File: src/include/index_exec_pkg.sv
package index_exec_pkg;

    // ==========================================================
    // word layout
    localparam int ADDR_W = 16;
    localparam int IDX_W = 17;
    localparam int SEL_W = 3;
    localparam int DEC_W = 6;
    localparam int APB_AW = 8;

    // one instruction word: sign, select bits, 9-bit operation code,
    // the last three auxiliary bits, then the right half (address field)
    typedef struct packed {
        logic sign;
        logic [2:0] index_select_bits;
        logic [8:0] opcode;
        logic [2:0] aux_low;
        logic [15:0] addr;
    } instr_s;

    // register state shown to software after an issue
    typedef struct packed {
        logic busy;
        logic taken;
    } exec_status_s;

    // ==========================================================
    // operation codes
    localparam logic [8:0] OP_LOAD_INDEX = 9'h1EC;
    localparam logic [5:0] OP_BRANCH_INDEX = 6'h29;

    // ==========================================================
    // index select codes
    localparam logic [2:0] SEL_NONE = 3'h0;
    localparam logic [2:0] SEL_IDX1 = 3'h1;
    localparam logic [2:0] SEL_IDX2 = 3'h2;
    localparam logic [2:0] SEL_RACC = 3'h3;
    localparam logic [2:0] SEL_IDX4 = 3'h4;
    localparam logic [2:0] SEL_IDX5 = 3'h5;

    // ==========================================================
    // register map (byte addresses)
    localparam logic [7:0] OFF_INSTR = 8'h00;
    localparam logic [7:0] OFF_PC = 8'h04;
    localparam logic [7:0] OFF_RACC = 8'h08;
    localparam logic [7:0] OFF_RET = 8'h0C;
    localparam logic [7:0] OFF_MAR = 8'h10;
    localparam logic [7:0] OFF_STATUS = 8'h14;
    localparam logic [2:0] IDX_PAGE = 3'h1;

    localparam logic [16:0] IDX_RESET = 17'h00000;
    localparam logic [15:0] ADDR_RESET = 16'h0000;
    localparam logic [15:0] ONE_ADDR = 16'h0001;
    localparam logic [16:0] ONE_IDX = 17'h00001;

    // ==========================================================
    // timing
    localparam int CLK_MHZ = 40;
    localparam int EXEC_TIME_US = 6;
    localparam int EXEC_CYCLES = EXEC_TIME_US * CLK_MHZ;

endpackage : index_exec_pkg

File: src/index_exec.sv
// The address map and register access over APB were left to the implementer.
`timescale 1ns/1ps

// Summary of operation
// - load-index writes immediate into index 1,2,4,5
// - load target chosen by leading three select bits
// - code 754 is load-index, six microseconds
// - one load changes at most one index register
// - load-index address is never index-modified
// - branch if selected index positive, always decrement
// - select from select bits, decrement from auxiliary bits
// - branch decoded on six-bit code 51 alone
// - taken branch saves return, loads target addresses
// - decrement adds complemented field in index adder
// - sign sensed before the decrement is applied
// - branch takes six microseconds, no operand, unindexed
// - one minus one gives negative zero
// - address modification adds magnitude bits only
// - indexed operand address is field plus index
// - empty select bits make unconditional branch
// - index registers are seventeen bits, sign is control
// - right accumulator serves as index register three
// - index addition adds no execution time
// - select six or seven: idle, then fall through
module index_exec
    import index_exec_pkg::*;
#(
    parameter int EXEC_CYC = EXEC_CYCLES
) (
    // clock and reset
    input wire logic pclk,
    input wire logic presetn,
    // apb slave
    input wire logic psel,
    input wire logic penable,
    input wire logic pwrite,
    input wire logic [APB_AW-1:0] paddr,
    input wire logic [31:0] pwdata,
    output logic [31:0] prdata,
    output logic pready,
    output logic pslverr,
    // execution status
    output logic exec_busy,
    output logic exec_done
);

    localparam int CYC_W = $clog2(EXEC_CYC + 1);

    typedef enum logic [1:0] {
        ST_IDLE = 2'b01,
        ST_EXEC = 2'b10
    } exec_state_e;

    // ==========================================================
    // helpers
    function automatic logic [16:0] idx_decrement(input logic [16:0] v,
                                                  input logic [5:0] d);
        logic [15:0] dd;
        logic [16:0] diff;
        dd = {10'h000, d};
        // complement of the field added to the magnitude
        diff = 17'({1'b0, v[15:0]} + {1'b1, ~dd} + ONE_IDX);
        if (v[16]) begin
            idx_decrement = {1'b1, 16'(v[15:0] + dd)};
        end else if (!diff[16] && diff[15:0] != ADDR_RESET) begin
            idx_decrement = {1'b0, diff[15:0]};
        end else begin
            // equal values leave zero magnitude with sign set
            idx_decrement = {1'b1, 16'(~diff[15:0] + ONE_ADDR)};
        end
    endfunction : idx_decrement

    function automatic logic sel_exists(input logic [2:0] s);
        sel_exists = (s == SEL_IDX1) || (s == SEL_IDX2) || (s == SEL_RACC) ||
                     (s == SEL_IDX4) || (s == SEL_IDX5);
    endfunction : sel_exists

    function automatic logic sel_loadable(input logic [2:0] s);
        // the right accumulator is filled by other instructions
        sel_loadable = sel_exists(s) && (s != SEL_RACC);
    endfunction : sel_loadable

    // ==========================================================
    // state
    exec_state_e state;
    logic [CYC_W-1:0] cyc;
    logic [16:0] idx_file [1:5];
    logic [16:0] racc;
    logic [15:0] pc;
    logic [15:0] ret_addr;
    logic [15:0] mar;
    logic taken;

    function automatic logic [16:0] read_index(input logic [2:0] s);
        if (s == SEL_RACC) begin
            read_index = racc;
        end else if (sel_exists(s)) begin
            read_index = idx_file[s];
        end else begin
            read_index = IDX_RESET;
        end
    endfunction : read_index

    // ==========================================================
    // decode
    instr_s w;
    logic acc_phase;
    logic setup_phase;
    logic in_idx_page;
    logic addr_known;
    logic wr_refused;
    logic issue;
    logic is_load;
    logic is_branch;
    logic [5:0] decrement_field_bits;
    logic aux_class_shared_bit;
    logic [16:0] sel_val;
    logic branch_go;

    assign w = instr_s'(pwdata);
    assign acc_phase = psel && penable;
    assign setup_phase = psel && !penable;
    assign in_idx_page = (paddr[7:5] == IDX_PAGE) && sel_exists(paddr[4:2]);
    assign addr_known = (paddr[1:0] == 2'h0) &&
                        (in_idx_page || paddr == OFF_INSTR || paddr == OFF_PC ||
                         paddr == OFF_RACC || paddr == OFF_RET ||
                         paddr == OFF_MAR || paddr == OFF_STATUS);
    // state-changing writes are refused with pslverr while an instruction runs
    assign wr_refused = pwrite && (state == ST_EXEC) &&
                        (paddr == OFF_INSTR || paddr == OFF_PC || paddr == OFF_RACC);
    assign issue = acc_phase && pwrite && (paddr == OFF_INSTR) && (state == ST_IDLE);

    assign is_load = (w.opcode == OP_LOAD_INDEX);
    // only the leading six bits; the shared bit joins the decrement
    assign is_branch = (w.opcode[8:3] == OP_BRANCH_INDEX);
    assign aux_class_shared_bit = w.opcode[2];
    assign decrement_field_bits = {aux_class_shared_bit, w.opcode[1:0], w.aux_low};
    // sign is looked at on the old contents, before any write-back;
    // always_comb so that a register update also refreshes the read
    always_comb begin
        sel_val = read_index(w.index_select_bits);
    end
    assign branch_go = (w.index_select_bits == SEL_NONE) ||
                       (sel_exists(w.index_select_bits) && !sel_val[16]);

    // ==========================================================
    // apb
    assign pready = 1'b1;
    assign pslverr = acc_phase && (!addr_known || wr_refused);

    always_ff @(posedge pclk or negedge presetn) begin
        if (!presetn) begin
            prdata <= 32'h00000000;
        end else if (setup_phase && !pwrite) begin
            if (in_idx_page) begin
                prdata <= {15'h0000, read_index(paddr[4:2])};
            end else if (paddr == OFF_PC) begin
                prdata <= {16'h0000, pc};
            end else if (paddr == OFF_RACC) begin
                prdata <= {15'h0000, racc};
            end else if (paddr == OFF_RET) begin
                prdata <= {16'h0000, ret_addr};
            end else if (paddr == OFF_MAR) begin
                prdata <= {16'h0000, mar};
            end else if (paddr == OFF_STATUS) begin
                prdata <= {30'h00000000, exec_status_s'({state == ST_EXEC, taken})};
            end else begin
                prdata <= 32'h00000000;
            end
        end
    end

    // ==========================================================
    // sequencing
    always_ff @(posedge pclk or negedge presetn) begin
        if (!presetn) begin
            state <= ST_IDLE;
            cyc <= '0;
        end else begin
            unique case (state)
                ST_IDLE: begin
                    // load and branch each hold the unit for one slot
                    if (issue && (is_load || is_branch)) begin
                        state <= ST_EXEC;
                        cyc <= '0;
                    end
                end
                ST_EXEC: begin
                    if (cyc == CYC_W'(EXEC_CYC - 1)) begin
                        state <= ST_IDLE;
                    end else begin
                        cyc <= CYC_W'(cyc + 1'b1);
                    end
                end
            endcase
        end
    end

    assign exec_busy = (state == ST_EXEC);
    assign exec_done = (state == ST_EXEC) && (cyc == CYC_W'(EXEC_CYC - 1));

    // ==========================================================
    // index registers
    always_ff @(posedge pclk or negedge presetn) begin
        if (!presetn) begin
            for (int i = 1; i <= 5; i++) begin
                idx_file[i] <= IDX_RESET;
            end
        end else if (issue && is_load && sel_loadable(w.index_select_bits)) begin
            // one register only, address field taken as data
            idx_file[w.index_select_bits] <= {1'b0, w.addr};
        end else if (issue && is_branch && sel_loadable(w.index_select_bits)) begin
            idx_file[w.index_select_bits] <= idx_decrement(sel_val, decrement_field_bits);
        end
    end

    always_ff @(posedge pclk or negedge presetn) begin
        if (!presetn) begin
            racc <= IDX_RESET;
        end else if (issue && is_branch && w.index_select_bits == SEL_RACC) begin
            racc <= idx_decrement(sel_val, decrement_field_bits);
        end else if (acc_phase && pwrite && paddr == OFF_RACC && !wr_refused) begin
            racc <= pwdata[16:0];
        end
    end

    // ==========================================================
    // program counter, return and memory address
    always_ff @(posedge pclk or negedge presetn) begin
        if (!presetn) begin
            pc <= ADDR_RESET;
            ret_addr <= ADDR_RESET;
            taken <= 1'b0;
        end else if (issue) begin
            taken <= is_branch && branch_go;
            if (is_branch && branch_go) begin
                ret_addr <= 16'(pc + ONE_ADDR);
                pc <= w.addr;
            end else begin
                // select six or seven lands here too: idle slot only
                pc <= 16'(pc + ONE_ADDR);
            end
        end else if (acc_phase && pwrite && paddr == OFF_PC && !wr_refused) begin
            pc <= pwdata[15:0];
        end
    end

    always_ff @(posedge pclk or negedge presetn) begin
        if (!presetn) begin
            mar <= ADDR_RESET;
        end else if (issue) begin
            if (is_branch) begin
                if (branch_go) begin
                    mar <= w.addr;
                end
            end else if (!is_load && sel_exists(w.index_select_bits)) begin
                // magnitude only, sign never reaches the adder; done in
                // the issue cycle so indexing costs no extra time
                mar <= 16'(w.addr + sel_val[15:0]);
            end else if (!is_load) begin
                mar <= w.addr;
            end
            // load-index makes no memory reference and is never indexed
        end
    end

    logic [15:0] busy_len;
    always_ff @(posedge pclk or negedge presetn) begin
        if (!presetn) begin
            busy_len <= 16'h0000;
        end else if (exec_busy) begin
            busy_len <= 16'(busy_len + 1'b1);
        end else begin
            busy_len <= 16'h0000;
        end
    end
endmodule : index_exec

File: config.mk
export PLATFORM = sky130hd
export DESIGN_NAME = index_exec
export DESIGN_NICKNAME = d
export VERILOG_FILES = /design/src/include/index_exec_pkg.sv /design/src/index_exec.sv
export SDC_FILE = /design/constraint.sdc
export NUM_CORES = 1
export LEC_CHECK = 0
export ABC_AREA = 1
export BUFFER_PORTS_ARGS = -buffer_cell sky130_fd_sc_hd__buf_2
export CAP_MARGIN = 0
export CORE_ASPECT_RATIO = 1.5
export CORE_MARGIN = 2
export CORE_UTILIZATION = 35
export CTS_BUF_LIST = sky130_fd_sc_hd__clkbuf_16
export DETAILED_ROUTE_END_ITERATION = 10
export GPL_ROUTABILITY_DRIVEN = 0
export SYNTH_ARGS = -nofsm -noshare
export SYNTH_HDL_FRONTEND = slang
export SYNTH_SLANG_ARGS = --single-unit
File: constraint.sdc
create_clock -name pclk -period 3.7 [get_ports pclk]
set_input_delay 0.37 -clock pclk [delete_from_list [all_inputs] [get_ports pclk]]
set_output_delay 0.37 -clock pclk [all_outputs]
set_load 0.005 [all_outputs]
# == Yosys cells after proc, flatten, opt, wreduce, memory -nomap -nowiden ==
# Index checks and enable logic that the tools add are counted.
# totals
register_bits,193
inputBits,45
output_inout_bits,36
elab_cells,160
# classes
add_sub_neg,7
n_lt_le_gt_ge,3
eq_ne,27
mux,41
bitwise,4
n_reduce_logical,65
# op_table
cell,n
2-to-1 mux 17 bit,18
bitwise mux 85 bit,2
2-to-1 mux 85 bit,2
2-to-1 mux 16 bit,9
binary-select mux 17 bit (select 3 bit),2
demux 17 bit (select 3 bit),1
"adder 16 x 1 -> 16 bit, second input constant",2
logical AND 1 bit,28
logical OR 1 bit,19
adder 16 x 17 -> 17 bit,1
"adder 17 x 1 -> 17 bit, second input constant",1
adder 16 bit,1
adder 16 x 6 -> 16 bit,1
"== test 8 x 4 -> 1 bit, second input constant",2
"== test 8 x 5 -> 1 bit, second input constant",2
2-to-1 mux 8 bit,2
inverter 16 bit,1
inverter 6 -> 16 bit,1
case mux 8 bit (2 select lines),1
nonzero test 16 bit,1
"== test 3 x 2 -> 1 bit, second input constant",4
"== test 3 bit, second input constant",4
"== test 3 x 1 -> 1 bit, second input constant",3
"== test 9 bit, second input constant",1
other kinds (22),38

# == Logic depth before layout (Yosys ltp) ==
# Gate-level depths: netlist (run 1).
# logic_depth
word_depth,18
depth_mapped,27
depth_no_buf,25

# == Worst setup path after synthesis (run 1) ==
# No wires, ideal clock.
# synth_timing
path_type,input to register
startpoint,input port pwdata[30]
endpoint,register idx_file[24] (netlist bit)
setup_time_ns,0.117
arrival_time_ns,3.573
required_ns,3.583
setup_slack_ns,0.011
cell_stages,22
cell_sequence,inv_2 buf_2 buf_2 clkbuf_1 o21ai_0 a21oi_1 inv_1 fa_1 xor2_1 nand4_1 nor2_1 nand2_1 nor2_1 nand3_1 nor2_2 nand2_4 nand2_4 nand2_4 nand3_2 nand3_2 nand2_1 nand2_1
# synth_via
elab_chain_len,18
# synth_lines
item,line,source
from (decl),index_exec.sv:38,"input wire logic [31:0] pwdata,"
"parallel branches: the longest is 18 deep, another holds adder 16 x 17 -> 17 bit",--,
"to (signal, indexed assignment)",index_exec.sv:211,"idx_file[w.index_select_bits] <= {1'b0, w.addr};"
"to (signal, indexed assignment)",index_exec.sv:213,"idx_file[w.index_select_bits] <= idx_decrement(sel_val, decrement_field_bits);"
to (decl),index_exec.sv:87,logic [16:0] idx_file [1:5];
# Parallel ways; which one is timed is not known. The select of a mux whose other input is x is not followed.
# A chain may end at the register's enable or synchronous reset.

# == Final worst setup path (run 1) ==
# layout_timing
startpoint,register racc[2]
endpoint,register racc[9]
# layout_via
elab_chain_len,8
# layout_lines
item,line,source
from (decl),index_exec.sv:88,logic [16:0] racc;
from (signal assigned),index_exec.sv:221,"racc <= idx_decrement(sel_val, decrement_field_bits);"
from (signal assigned),index_exec.sv:223,racc <= pwdata[16:0];
2-to-1 mux 17 bit *,index_exec.sv:95,if (s == SEL_RACC) begin
adder 16 x 17 -> 17 bit,index_exec.sv:62,"diff = 17'({1'b0, v[15:0]} + {1'b1, ~dd} + ONE_IDX);"
adder 17 x 1 -> 17 bit,index_exec.sv:62,
"inverter 16 bit, or another cell as far along",index_exec.sv:69,"idx_decrement = {1'b1, 16'(~diff[15:0] + ONE_ADDR)};"
adder 16 x 1 -> 16 bit / logical AND 1 bit (equally long branches),"index_exec.sv:69, index_exec.sv:65",
2-to-1 mux 17 bit,index_exec.sv:65,end else if (!diff[16] && diff[15:0] != ADDR_RESET) begin
2-to-1 mux 17 bit *,index_exec.sv:63,if (v[16]) begin
2-to-1 mux 17 bit *,index_exec.sv:220,end else if (issue && is_branch && w.index_select_bits == SEL_RACC) begin
# Mark *: on every way between the ends. The rest lies on a longest branch, timed or not.

==> impl_metrics.csv, run 1 <==
group,metric,value,unit
run_status,status,"complete, no violations",
grt,grt_pass1_wl,70.2,mm
place,io_buffers,63,
setup_path,start_kind,"flip-flop",
hold_path,whs_path_depth,3,
power_and_ir_drop,seqPwrFrac,0.382,
floorplan,core-area,33300,µm²
power_and_ir_drop,swShare,0.342,
clock_network,clockBufferDepth,2,
power_and_ir_drop,internal-power,0.00321,W
routing,drtAntennaViolNets,0,
floorplan,die_y,229,µm
final_layout,layout-drive-gt1-share,0.164,
final_layout,nNetsFinal,1945,
clock_network,clock_latency,460,ps
job,maxCapViolCount,0,
setup_path,rr_startpoint,"racc[2]",
sta,setup_viol,0,
final_layout,syn2layout_area_growth,18.4,%
synth,yosys_warnings,0,
synth,synth_cell_type_count,58,
synth,syn_area,11800,µm²
synth,synth-seq-area-share,0.342,
clock_network,htreeDepth,4,
clock_network,clock_sinks,161,
sta,timing.setup.tns,0,ps
setup_path,crit_arrival,3910,ps
place,hpwlAfterDp,34.9,mm
final_layout,antennaDiodeCount,0,
synth,synth.area.top_cells,"dfrtp_1, nand2_1, o21ai_0, nor2_1, inv_1",
synth,syn_avg_cell_area,6.82,µm²
clock_network,numCtsBuffers,17,
floorplan,start_util,0.353,
sta,finalHoldViolCount,0,
floorplan,fp-row-count,82,
setup_path,rrSetupSlack,180,ps
power_and_ir_drop,p_leak,7.24,nW
sta,min_period,3520,ps
hold_path,hp-class,"primary input to flip-flop",
place,placed_cell_area,13200,µm²
power_and_ir_drop,totalPowerFinal,0.00488,W
floorplan,die_x,154,µm
synth,synth_top_area_cell,"dfrtp_1",
routing,drtPass1Iterations,6,
synth,synthFlopType,"dfrtp_1",
power_and_ir_drop,switchingPower,0.00167,W
final_layout,finish.utilization,0.418,
setup_path,reg2reg_to,"racc[9]",
setup_path,reg2regPathDepth,23,
setup_path,slowest_stage,"a221oi_2",
synth,syn-instance-count,1728,
power_and_ir_drop,clockPowerShare,0.374,
place,preCtsSetupSlack,-385,ps
sta,finalMaxSlewViolations,0,
grt,antenna_found_initial,0,
routing,via_per_inst,5.49,
sta,fmax,284,MHz
setup_path,path_common_cell,"nand2_1",
routing,wire_per_inst,20.1,µm
grt,grt_overflow_total,0,
synth,async_flop_share,1.00,
sta,min_period_over_period,0.952,
power_and_ir_drop,pwr-share-comb,0.244,
setup_path,cp_max_fo,9,
final_layout,nFillCells,3418,
routing,drcViolationCount,0,
grt,grt_max_degree,72,
setup_path,cp_cell_sequence,"o22ai_1 -> a221oi_2 -> buf_4 -> ha_1 -> buf_4 -> nand2_1 -> nor2_1 -> nand2_1 -> nand3_2 -> nand2_2 -> inv_1 -> nor2_4 -> nand3_1 -> nand2_1 -> nand3_1 -> nor2_2 -> nand2_4 -> buf_6 -> nand3_1 -> nand3_2 -> nand2_1 -> nand2_1 -> nand3_1",
sta,tightest_slew,1150,ps
grt,globalRouteTotalUtil,0.264,
sta,slew_headroom,0.232,
setup_path,critPathKind,"flip-flop to flip-flop",
clock_network,cts-root-buf,"clkbuf_16",
hold_path,hold_end,"mar[3]",
power_and_ir_drop,ir_drop,0.341,mV
synth,yosysMostFrequentCell,"nand2_1",
setup_path,cpPeakStageDelay,430,ps
power_and_ir_drop,power_density,350,nW/µm²
floorplan,die_area,35200,µm²
synth,synth-seq-cells,161,
routing,vias,12619,
setup_path,required,4090,ps
clock_network,clkTransAtPathRegs,70,ps
clock_network,cts_tree,"done",
routing,routed_wl,46.2,mm
final_layout,fin_area,13900,µm²
synth,synthTopCellsByCount,"nand2_1, nor2_1, inv_1",
synth,synth_top_area_frac,0.340,
floorplan,io_pins,81,
sta,timing.final.ws_setup,178,ps
grt,grt_pass1_vias,12186,
sta,finalClockSkew,11.7,ps
hold_path,hold_path.startpoint,"pwdata[3]",
routing,drtIter0Drc,1089,
synth,synth_enable_flop_cells,0,
setup_path,crit_path_end_kind,"flip-flop",
[area by class of cell]
type	count	area [µm²]	share of cell area
timing repair buffer	194	1330	0.0955
tap	420	526	0.0377
sequential	161	4030	0.289
clock buffer	17	425	0.0305
multi-input combinational	1315	6790	0.487
inverter	178	668	0.0479
clock inverter	15	174	0.0125
[kinds of logic after synthesis]
family	Yosys count	synth area share
flops	161	0.342
xor+xnor	28	0.0208
compound gates	356	0.174
buf+inv	266	0.0956
other cells	2	0.000637
fa+ha+maj	33	0.0370
simple gates	882	0.330
[power by group through the flow]
stage / logic (W) / registers (W) / clock network (W)
6_report: 0.00119 / 0.00186 / 0.00182
5_1_grt: 0.00132 / 0.00187 / 0.00191
4_1_cts: 0.00116 / 0.00186 / 0.00185
3_5_place_dp: 0.00115 / 0.00189 / 0
3_3_place_gp: 0.00113 / 0.00189 / 0
2_1_floorplan: 0.000689 / 0.00188 / 0
[routing by layer]
layer | global-route usage | vias up | wire [µm]
met5 | 0 | - | 0
li1 | - | 5967 | -
met2 | 0.443 | 513 | 21900
met3 | 0.0351 | 180 | 2530
met1 | 0.294 | 5959 | 17200
met4 | 0.224 | 0 | 4570
[how the worst max path moves through the flow]
stage	slack [ps]	cells past startpoint	to	from
floorplan	10	22	idx_file[24]	pwdata[30]
global placement	-340	21	idx_file[12]	pwdata[30]
detailed placement	-380	21	idx_file[12]	pwdata[30]
CTS	50	19	idx_file[12]	racc[0]
global route	-30	23	racc[9]	racc[2]
finish	180	23	racc[9]	racc[2]
[per-stage QoR]
stage | hold slack, ps | cells
after global routing | 304 | 2300
after floorplan | 74.4 | 1742
after CTS | 272 | 2294
final | 272 | 2300
after global placement | 457 | 2261
after detailed placement | 459 | 2261
[cells in the final DEF, fill, tap and decap left out, drive strengths merged, types with 3 or more instances in the layout]
| cell type | synthesis | layout |
|---|---|---|
| xnor2 | 4 | 4 |
| clkinv | 3 | 8 |
| xor2 | 24 | 24 |
| clkbuf | 43 | 17 |
| nand3b | 5 | 5 |
| o211ai | 17 | 17 |
| nor2 | 176 | 176 |
| a22o | 9 | 9 |
| o2111ai | 7 | 7 |
| o22ai | 23 | 23 |
| a31oi | 11 | 11 |
| ha | 30 | 30 |
| inv | 175 | 181 |
| a21o | 4 | 4 |
| clkinvlp | 0 | 3 |
| nand4 | 19 | 19 |
| or2 | 8 | 8 |
| a22oi | 8 | 8 |
| o311ai | 4 | 4 |
| nor4 | 16 | 16 |
| o21ai | 153 | 153 |
| a21oi | 98 | 98 |
| buf | 45 | 193 |
| fa | 3 | 3 |
| o221ai | 3 | 3 |
| dfrtp | 160 | 160 |
| nor3 | 23 | 23 |
| a221oi | 8 | 8 |
| conb | 2 | 16 |
| nand3 | 132 | 132 |
| o31ai | 3 | 3 |
| nand2 | 499 | 499 |
[flip-flops by register name, summed over array words and instances, names as in the netlist]
name and count:
racc 17, pc 16, idx_file 68, taken 1, state 2, cyc 8
prdata 17, mar 16, ret_addr 16
[what timing repair did]
item	in CTS	in global routing
setup endpoints to repair	0	77
gates resized for setup	0	28
buffers inserted	0	6
hold buffers	1	0
hold endpoints to repair	68	0
[critical path, delay by kind of cell (launching register included)]
family | cells | cell delay (ps)
compound gates | 2 | 560
fa+ha+maj | 1 | 260
buf+inv | 4 | 620
flops | 1 | 420
simple gates | 16 | 1600
No activity file was read; power rests on OpenSTA's default activity.
==> inputs of run 2 (changes only) <==
Settings changed: PLACE_DENSITY set to 0.62.
==> run 2 against run 1 <==
The run now ends with negative hold slack left. Power shrank 2.6%. Global-route usage grew 0.51 points. Count of clock-buffer cells in the layout is the same. Sequential share of layout area shrank 0.12 points. Flip-flop and latch count is the same. Hold slack lost 270 ps. First-iteration DRC count grew 17%. Clock power shrank 8%. Routed wire length grew 2.3%. Sequential power is essentially flat. Critical endpoint is now idx_file[58].
==> impl_metrics.csv, run 2 (synthesized netlist as in run 1, its figures left out) <==
group,metric,value,unit
final_layout,nNetsFinal,1958,
run_status,violations,"negative hold slack",
power_and_ir_drop,p_leak,7.31,nW
sta,finalHoldViolCount,1,
final_layout,nFillCells,3436,
sta,fmax,286,MHz
clock_network,numCtsBuffers,17,
routing,routed_wl,47.2,mm
run_status,status,"finished with violations",
place,io_buffers,63,
final_layout,finish.utilization,0.420,
place,placed_cell_area,13300,µm²
power_and_ir_drop,ir_drop,0.250,mV
final_layout,largest_register_ffs,68,
grt,grt_max_degree,87,
grt,grtUsageMet1,0.282,
power_and_ir_drop,power_density,339,nW/µm²
floorplan,die_area,35200,µm²
hold_path,hp-class,"primary input to async pin",
clock_network,clkTransAtPathRegs,70,ps
routing,drtIter0Drc,1277,
sta,timing.setup.tns,0,ps
sta,finalMaxSlewViolations,0,
routing,via_per_inst,5.54,
final_layout,antennaDiodeCount,0,
job,maxCapViolCount,0,
place,preCtsSetupSlack,-350,ps
floorplan,fp-row-count,82,
setup_path,cp_max_fo,7,
sta,finalClockSkew,14.4,ps
final_layout,final_cell_mix,"nand2_1, inv_1, nor2_1",
sta,min_period,3500,ps
sta,min_period_over_period,0.947,
final_layout,top_register,"idx_file",
grt,grt_pass1_vias,12412,
setup_path,critPathKind,"flip-flop to flip-flop",
clock_network,cts_tree,"done",
sta,tightest_slew,885,ps
clock_network,cts-root-buf,"clkbuf_16",
routing,vias,12812,
sta,slew_headroom,0.410,
grt,met2_usage,0.455,
floorplan,start_util,0.353,
floorplan,io_pins,81,
clock_network,clock_sinks,161,
routing,wire_per_inst,20.4,µm
setup_path,crit_path_end_kind,"flip-flop",
routing,drcViolationCount,0,
floorplan,die_x,154,µm
floorplan,die_y,229,µm
routing,drtAntennaViolNets,0,
setup_path,start_kind,"flip-flop",
grt,groute.layer.met3.usage,0.0533,
final_layout,multi_input_area,6810,µm²
floorplan,core-area,33300,µm²
place,hpwlAfterDp,36.2,mm
grt,grt_pass1_wl,71.5,mm
clock_network,clockBufferDepth,2,
sta,fin_hold_ws,-0.376,ps
setup_path,crit_arrival,3840,ps
grt,antenna_found_initial,0,
grt,globalRouteTotalUtil,0.269,
final_layout,layout_commonest_cell,"nand2_1",
final_layout,reg_top3,"idx_file (68), prdata (17), racc (17)",
clock_network,clock_latency,460,ps
grt,grt_overflow_total,0,
final_layout,layout-drive-gt1-share,0.166,
power_and_ir_drop,totalPowerFinal,0.00475,W
clock_network,htreeDepth,4,
final_layout,syn2layout_area_growth,18.8,%
setup_path,required,4040,ps
sta,timing.final.ws_setup,198,ps
final_layout,fin_area,14000,µm²
grt,grt.busiest_layer,"met2",
sta,setup_viol,0,
final_layout,seq_area,4030,µm²
routing,drtPass1Iterations,6,
run 2: cell types whose count changed in the layout (fill, tap and decap cells not counted), moves of 2 or more:
cell | previous run | this run
nand2_1 | 490 | 493
inv_6 | 3 | 1
buf_4 | 126 | 139
clkinv_8 | 3 | 0
inv_1 | 165 | 170
inv_8 | 3 | 0
nand2_2 | 6 | 3
run 2: repair_timing:
item,4_1_cts,5_1_grt
setup endpoints to repair,15,80
resized for setup,1,30
buffers inserted,0,3
pin swaps,0,9
hold buffers,0,0
run 2: per-stage QoR:
stage | hold slack (ps) | cells
CTS | 29.2 | 2309
global placement | 460 | 2278
finish | -0.376 | 2312
detailed placement | 461 | 2278
global route | 60.1 | 2312
floorplan | 74.4 | 1742
run 2: critical path, cell delays in order (launching register included):
cell     delay, ps
dfrtp_1        410
o22ai_1        120
a32o_2         240
a21oi_4        260
inv_2           80
ha_4           170
fa_2           540
ha_1           180
nand4_1        140
nor2_2         130
nand2_1         60
nor2_1         100
nand3_1         90
nor2_2         150
nand2_4         80
nand2_4        110
nand2_4        100
nand3_2        100
nand3_2        160
nand2_1        110
nand2_1         50
run 2: final timing paths:
check	startpoint	endpoint	slack, ps	cells after the start
worst max-delay path	racc[0]	idx_file[58]	200	20
worst min-delay path	presetn	prdata[11]	-0.4	1
worst max register to register	racc[0]	idx_file[58]	200	20
worst min register to register	prdata[1]	prdata[1]	480	2
max in group asynchronous	presetn	idx_file[58]	2810	2
min in group pclk	pwdata[0]	pc[0]	300	3
run 2: cell type report:
| cell class | instances | area share |
|---|---|---|
| Inverter | 178 | 0.0477 |
| Multi-Input combinational cell | 1315 | 0.486 |
| Clock buffer | 17 | 0.0304 |
| Clock inverter | 14 | 0.00751 |
| Sequential cell | 161 | 0.288 |
| Tap cell | 420 | 0.0375 |
| Timing Repair Buffer | 207 | 0.103 |
run 2: where the power goes:
part / leakage, nW / total, W / internal [W] / switching (W)
registers: 2.04 / 0.00186 / 0.00182 / 0.0000456
logic: 5.00 / 0.00122 / 0.000444 / 0.000776
clock network: 0.270 / 0.00167 / 0.000906 / 0.000764
total: 7.31 / 0.00475 / 0.00317 / 0.00159
run 2: per-layer routing:
layer,wire (µm),vias to the layer above
li1,-,5992
met1,16800,6039
met2,22500,570
met3,3040,211
met4,4930,0
met5,0,-
==> inputs of run 3 (changes only) <==
Settings changed: CELL_PAD_IN_SITES_DETAIL_PLACEMENT set to 0, CELL_PAD_IN_SITES_GLOBAL_PLACEMENT set to 1, PLACE_DENSITY 0.62 to 0.77, SLEW_MARGIN set to 20.
==> run 3 against run 2 <==
Global-route usage hardly changed. Hold slack got worse by 32 ps. Largest cell class unchanged. Critical path depth increased by 1. Cell count up 0.35%. The run still ends with negative hold slack left. Clock power grew 9.6%. Maximum frequency fell by 0.85%.
==> impl_metrics.csv, run 3 (synthesized netlist as in run 1, its figures left out) <==
group,metric,value,unit
power_and_ir_drop,power_density,348,nW/µm²
sta,fmax,283,MHz
power_and_ir_drop,ir_drop,0.245,mV
setup_path,crit_arrival,3930,ps
sta,finalClockSkew,11.3,ps
sta,setup_viol,0,
clock_network,clock_latency,460,ps
setup_path,rr_startpoint,"idx_file[0]",
routing,via_per_inst,5.42,
final_layout,layout-drive-gt1-share,0.176,
routing,drtAntennaViolNets,0,
floorplan,die_area,35200,µm²
power_and_ir_drop,totalPowerFinal,0.00493,W
setup_path,reg2regPathDepth,21,
grt,grt.busiest_layer,"met2",
grt,grt_overflow_total,0,
place,io_buffers,63,
clock_network,cts_tree,"done",
sta,min_period,3530,ps
place,hpwlAfterDp,35.9,mm
clock_network,clockBufferDepth,2,
floorplan,start_util,0.353,
grt,grt_pass1_vias,12342,
sta,slew_headroom,0.445,
floorplan,core-area,33300,µm²
setup_path,critPathKind,"flip-flop to flip-flop",
place,dp.cells,2287,
floorplan,die_y,229,µm
sta,finalMaxSlewViolations,0,
power_and_ir_drop,p_leak,7.37,nW
floorplan,fp-row-count,82,
final_layout,largest_register_ffs,68,
sta,finalHoldViolCount,28,
routing,vias,12584,
setup_path,reg2reg_to,"idx_file[18]",
routing,routed_wl,46.5,mm
routing,drcViolationCount,0,
place,placed_cell_area,13400,µm²
final_layout,final_cell_mix,"nand2_1, nor2_1, inv_1",
sta,rsz0062_at_grt,"yes",
setup_path,rrSetupSlack,170,ps
sta,timing.setup.tns,0,ps
clock_network,numCtsBuffers,17,
clock_network,htreeDepth,4,
grt,groute.layer.met3.usage,0.0370,
grt,antenna_found_initial,0,
grt,globalRouteTotalUtil,0.269,
job,maxCapViolCount,0,
sta,fin_hold_ws,-32.3,ps
final_layout,syn2layout_area_growth,20.2,%
run_status,violations,"negative hold slack",
clock_network,cts-root-buf,"clkbuf_16",
clock_network,clock_sinks,161,
routing,drtIter0Drc,933,
final_layout,nNetsFinal,1967,
setup_path,cp_max_fo,4,
final_layout,fin_area,14200,µm²
floorplan,die_x,154,µm
grt,grt_pass1_wl,71.5,mm
grt,grtUsageMet1,0.294,
clock_network,clkTransAtPathRegs,70,ps
clock_network,ctsHoldBuffers,0,
grt,met2_usage,0.462,
final_layout,finish.utilization,0.425,
final_layout,antennaDiodeCount,0,
setup_path,crit_path_end_kind,"flip-flop",
sta,tightest_slew,832,ps
setup_path,start_kind,"flip-flop",
floorplan,io_pins,81,
grt,grt_max_degree,82,
final_layout,layout_commonest_cell,"nand2_1",
hold_path,hp-class,"primary input to async pin",
run_status,status,"finished with violations",
routing,drtPass1Iterations,5,
sta,min_period_over_period,0.955,
final_layout,reg_top3,"idx_file (68), prdata (17), racc (17)",
final_layout,final_cells,2320,
setup_path,required,4090,ps
routing,wire_per_inst,20.0,µm
final_layout,top_register,"idx_file",
[run 3: cell type report]
type,instances,area [µm²]
fillers,3496,19200
clock buffers,17,425
flip-flops and latches,161,4030
well taps,420,526
repair buffers,216,1490
clock inverters,13,163
multi-input cells,1315,6850
inverters,178,668
[run 3: worst max-delay path by stage]
stage / start / endpoint / slack [ps] / cells after the start
after floorplan: pwdata[30] / idx_file[24] / 10 / 22
after global placement: pwdata[30] / idx_file[66] / -430 / 26
after detailed placement: pwdata[30] / idx_file[77] / -400 / 27
after CTS: idx_file[69] / idx_file[12] / 50 / 17
after global routing: idx_file[0] / racc[1] / -40 / 24
final: idx_file[0] / idx_file[18] / 170 / 21
[run 3: where the power goes]
part | internal (W) | leakage [nW] | total, W | switching (W)
Clock | 0.00106 | 0.289 | 0.00183 | 0.000777
Sequential | 0.00182 | 2.04 | 0.00186 | 0.0000445
Combinational | 0.000462 | 5.04 | 0.00123 | 0.000770
[run 3: timing repair]
| item | 4_1_cts | 5_1_grt |
|---|---|---|
| endpoints found under the setup margin | 0 | 75 |
| buffers inserted | 0 | 3 |
| gates resized for setup | 0 | 38 |
[run 3: stage by stage]
stage / hold WS, ps / setup WS, ps
CTS: 3.67 / 46.1
global route: 29.7 / -39.2
floorplan: 74.4 / 10.7
finish: -32.3 / 168
global placement: 458 / -431
detailed placement: 461 / -401
[run 3: critical path: stages, from the launching register on]
cell     delay [ps]
dfrtp_1         430
o22ai_2         120
a32o_2          260
a21oi_2         120
buf_4           160
inv_1            70
ha_4            160
fa_2            600
ha_4            140
nand4_1         150
nor2_4          140
nand2_1          60
nor2_1          100
nand3_1          90
nor2_2          150
nand2_4         100
buf_4           160
nand3_1          70
nand3_2         120
nand3_4         130
nand2_1          60
nand2_1          60
[run 3: metal layers]
metal	vias to the layer above	share of wire	wire length (µm)
li1	6022	-	-
met2	443	0.49	22900
met5	-	0	0
met3	142	0.051	2350
met1	5977	0.37	17000
met4	0	0.091	4210
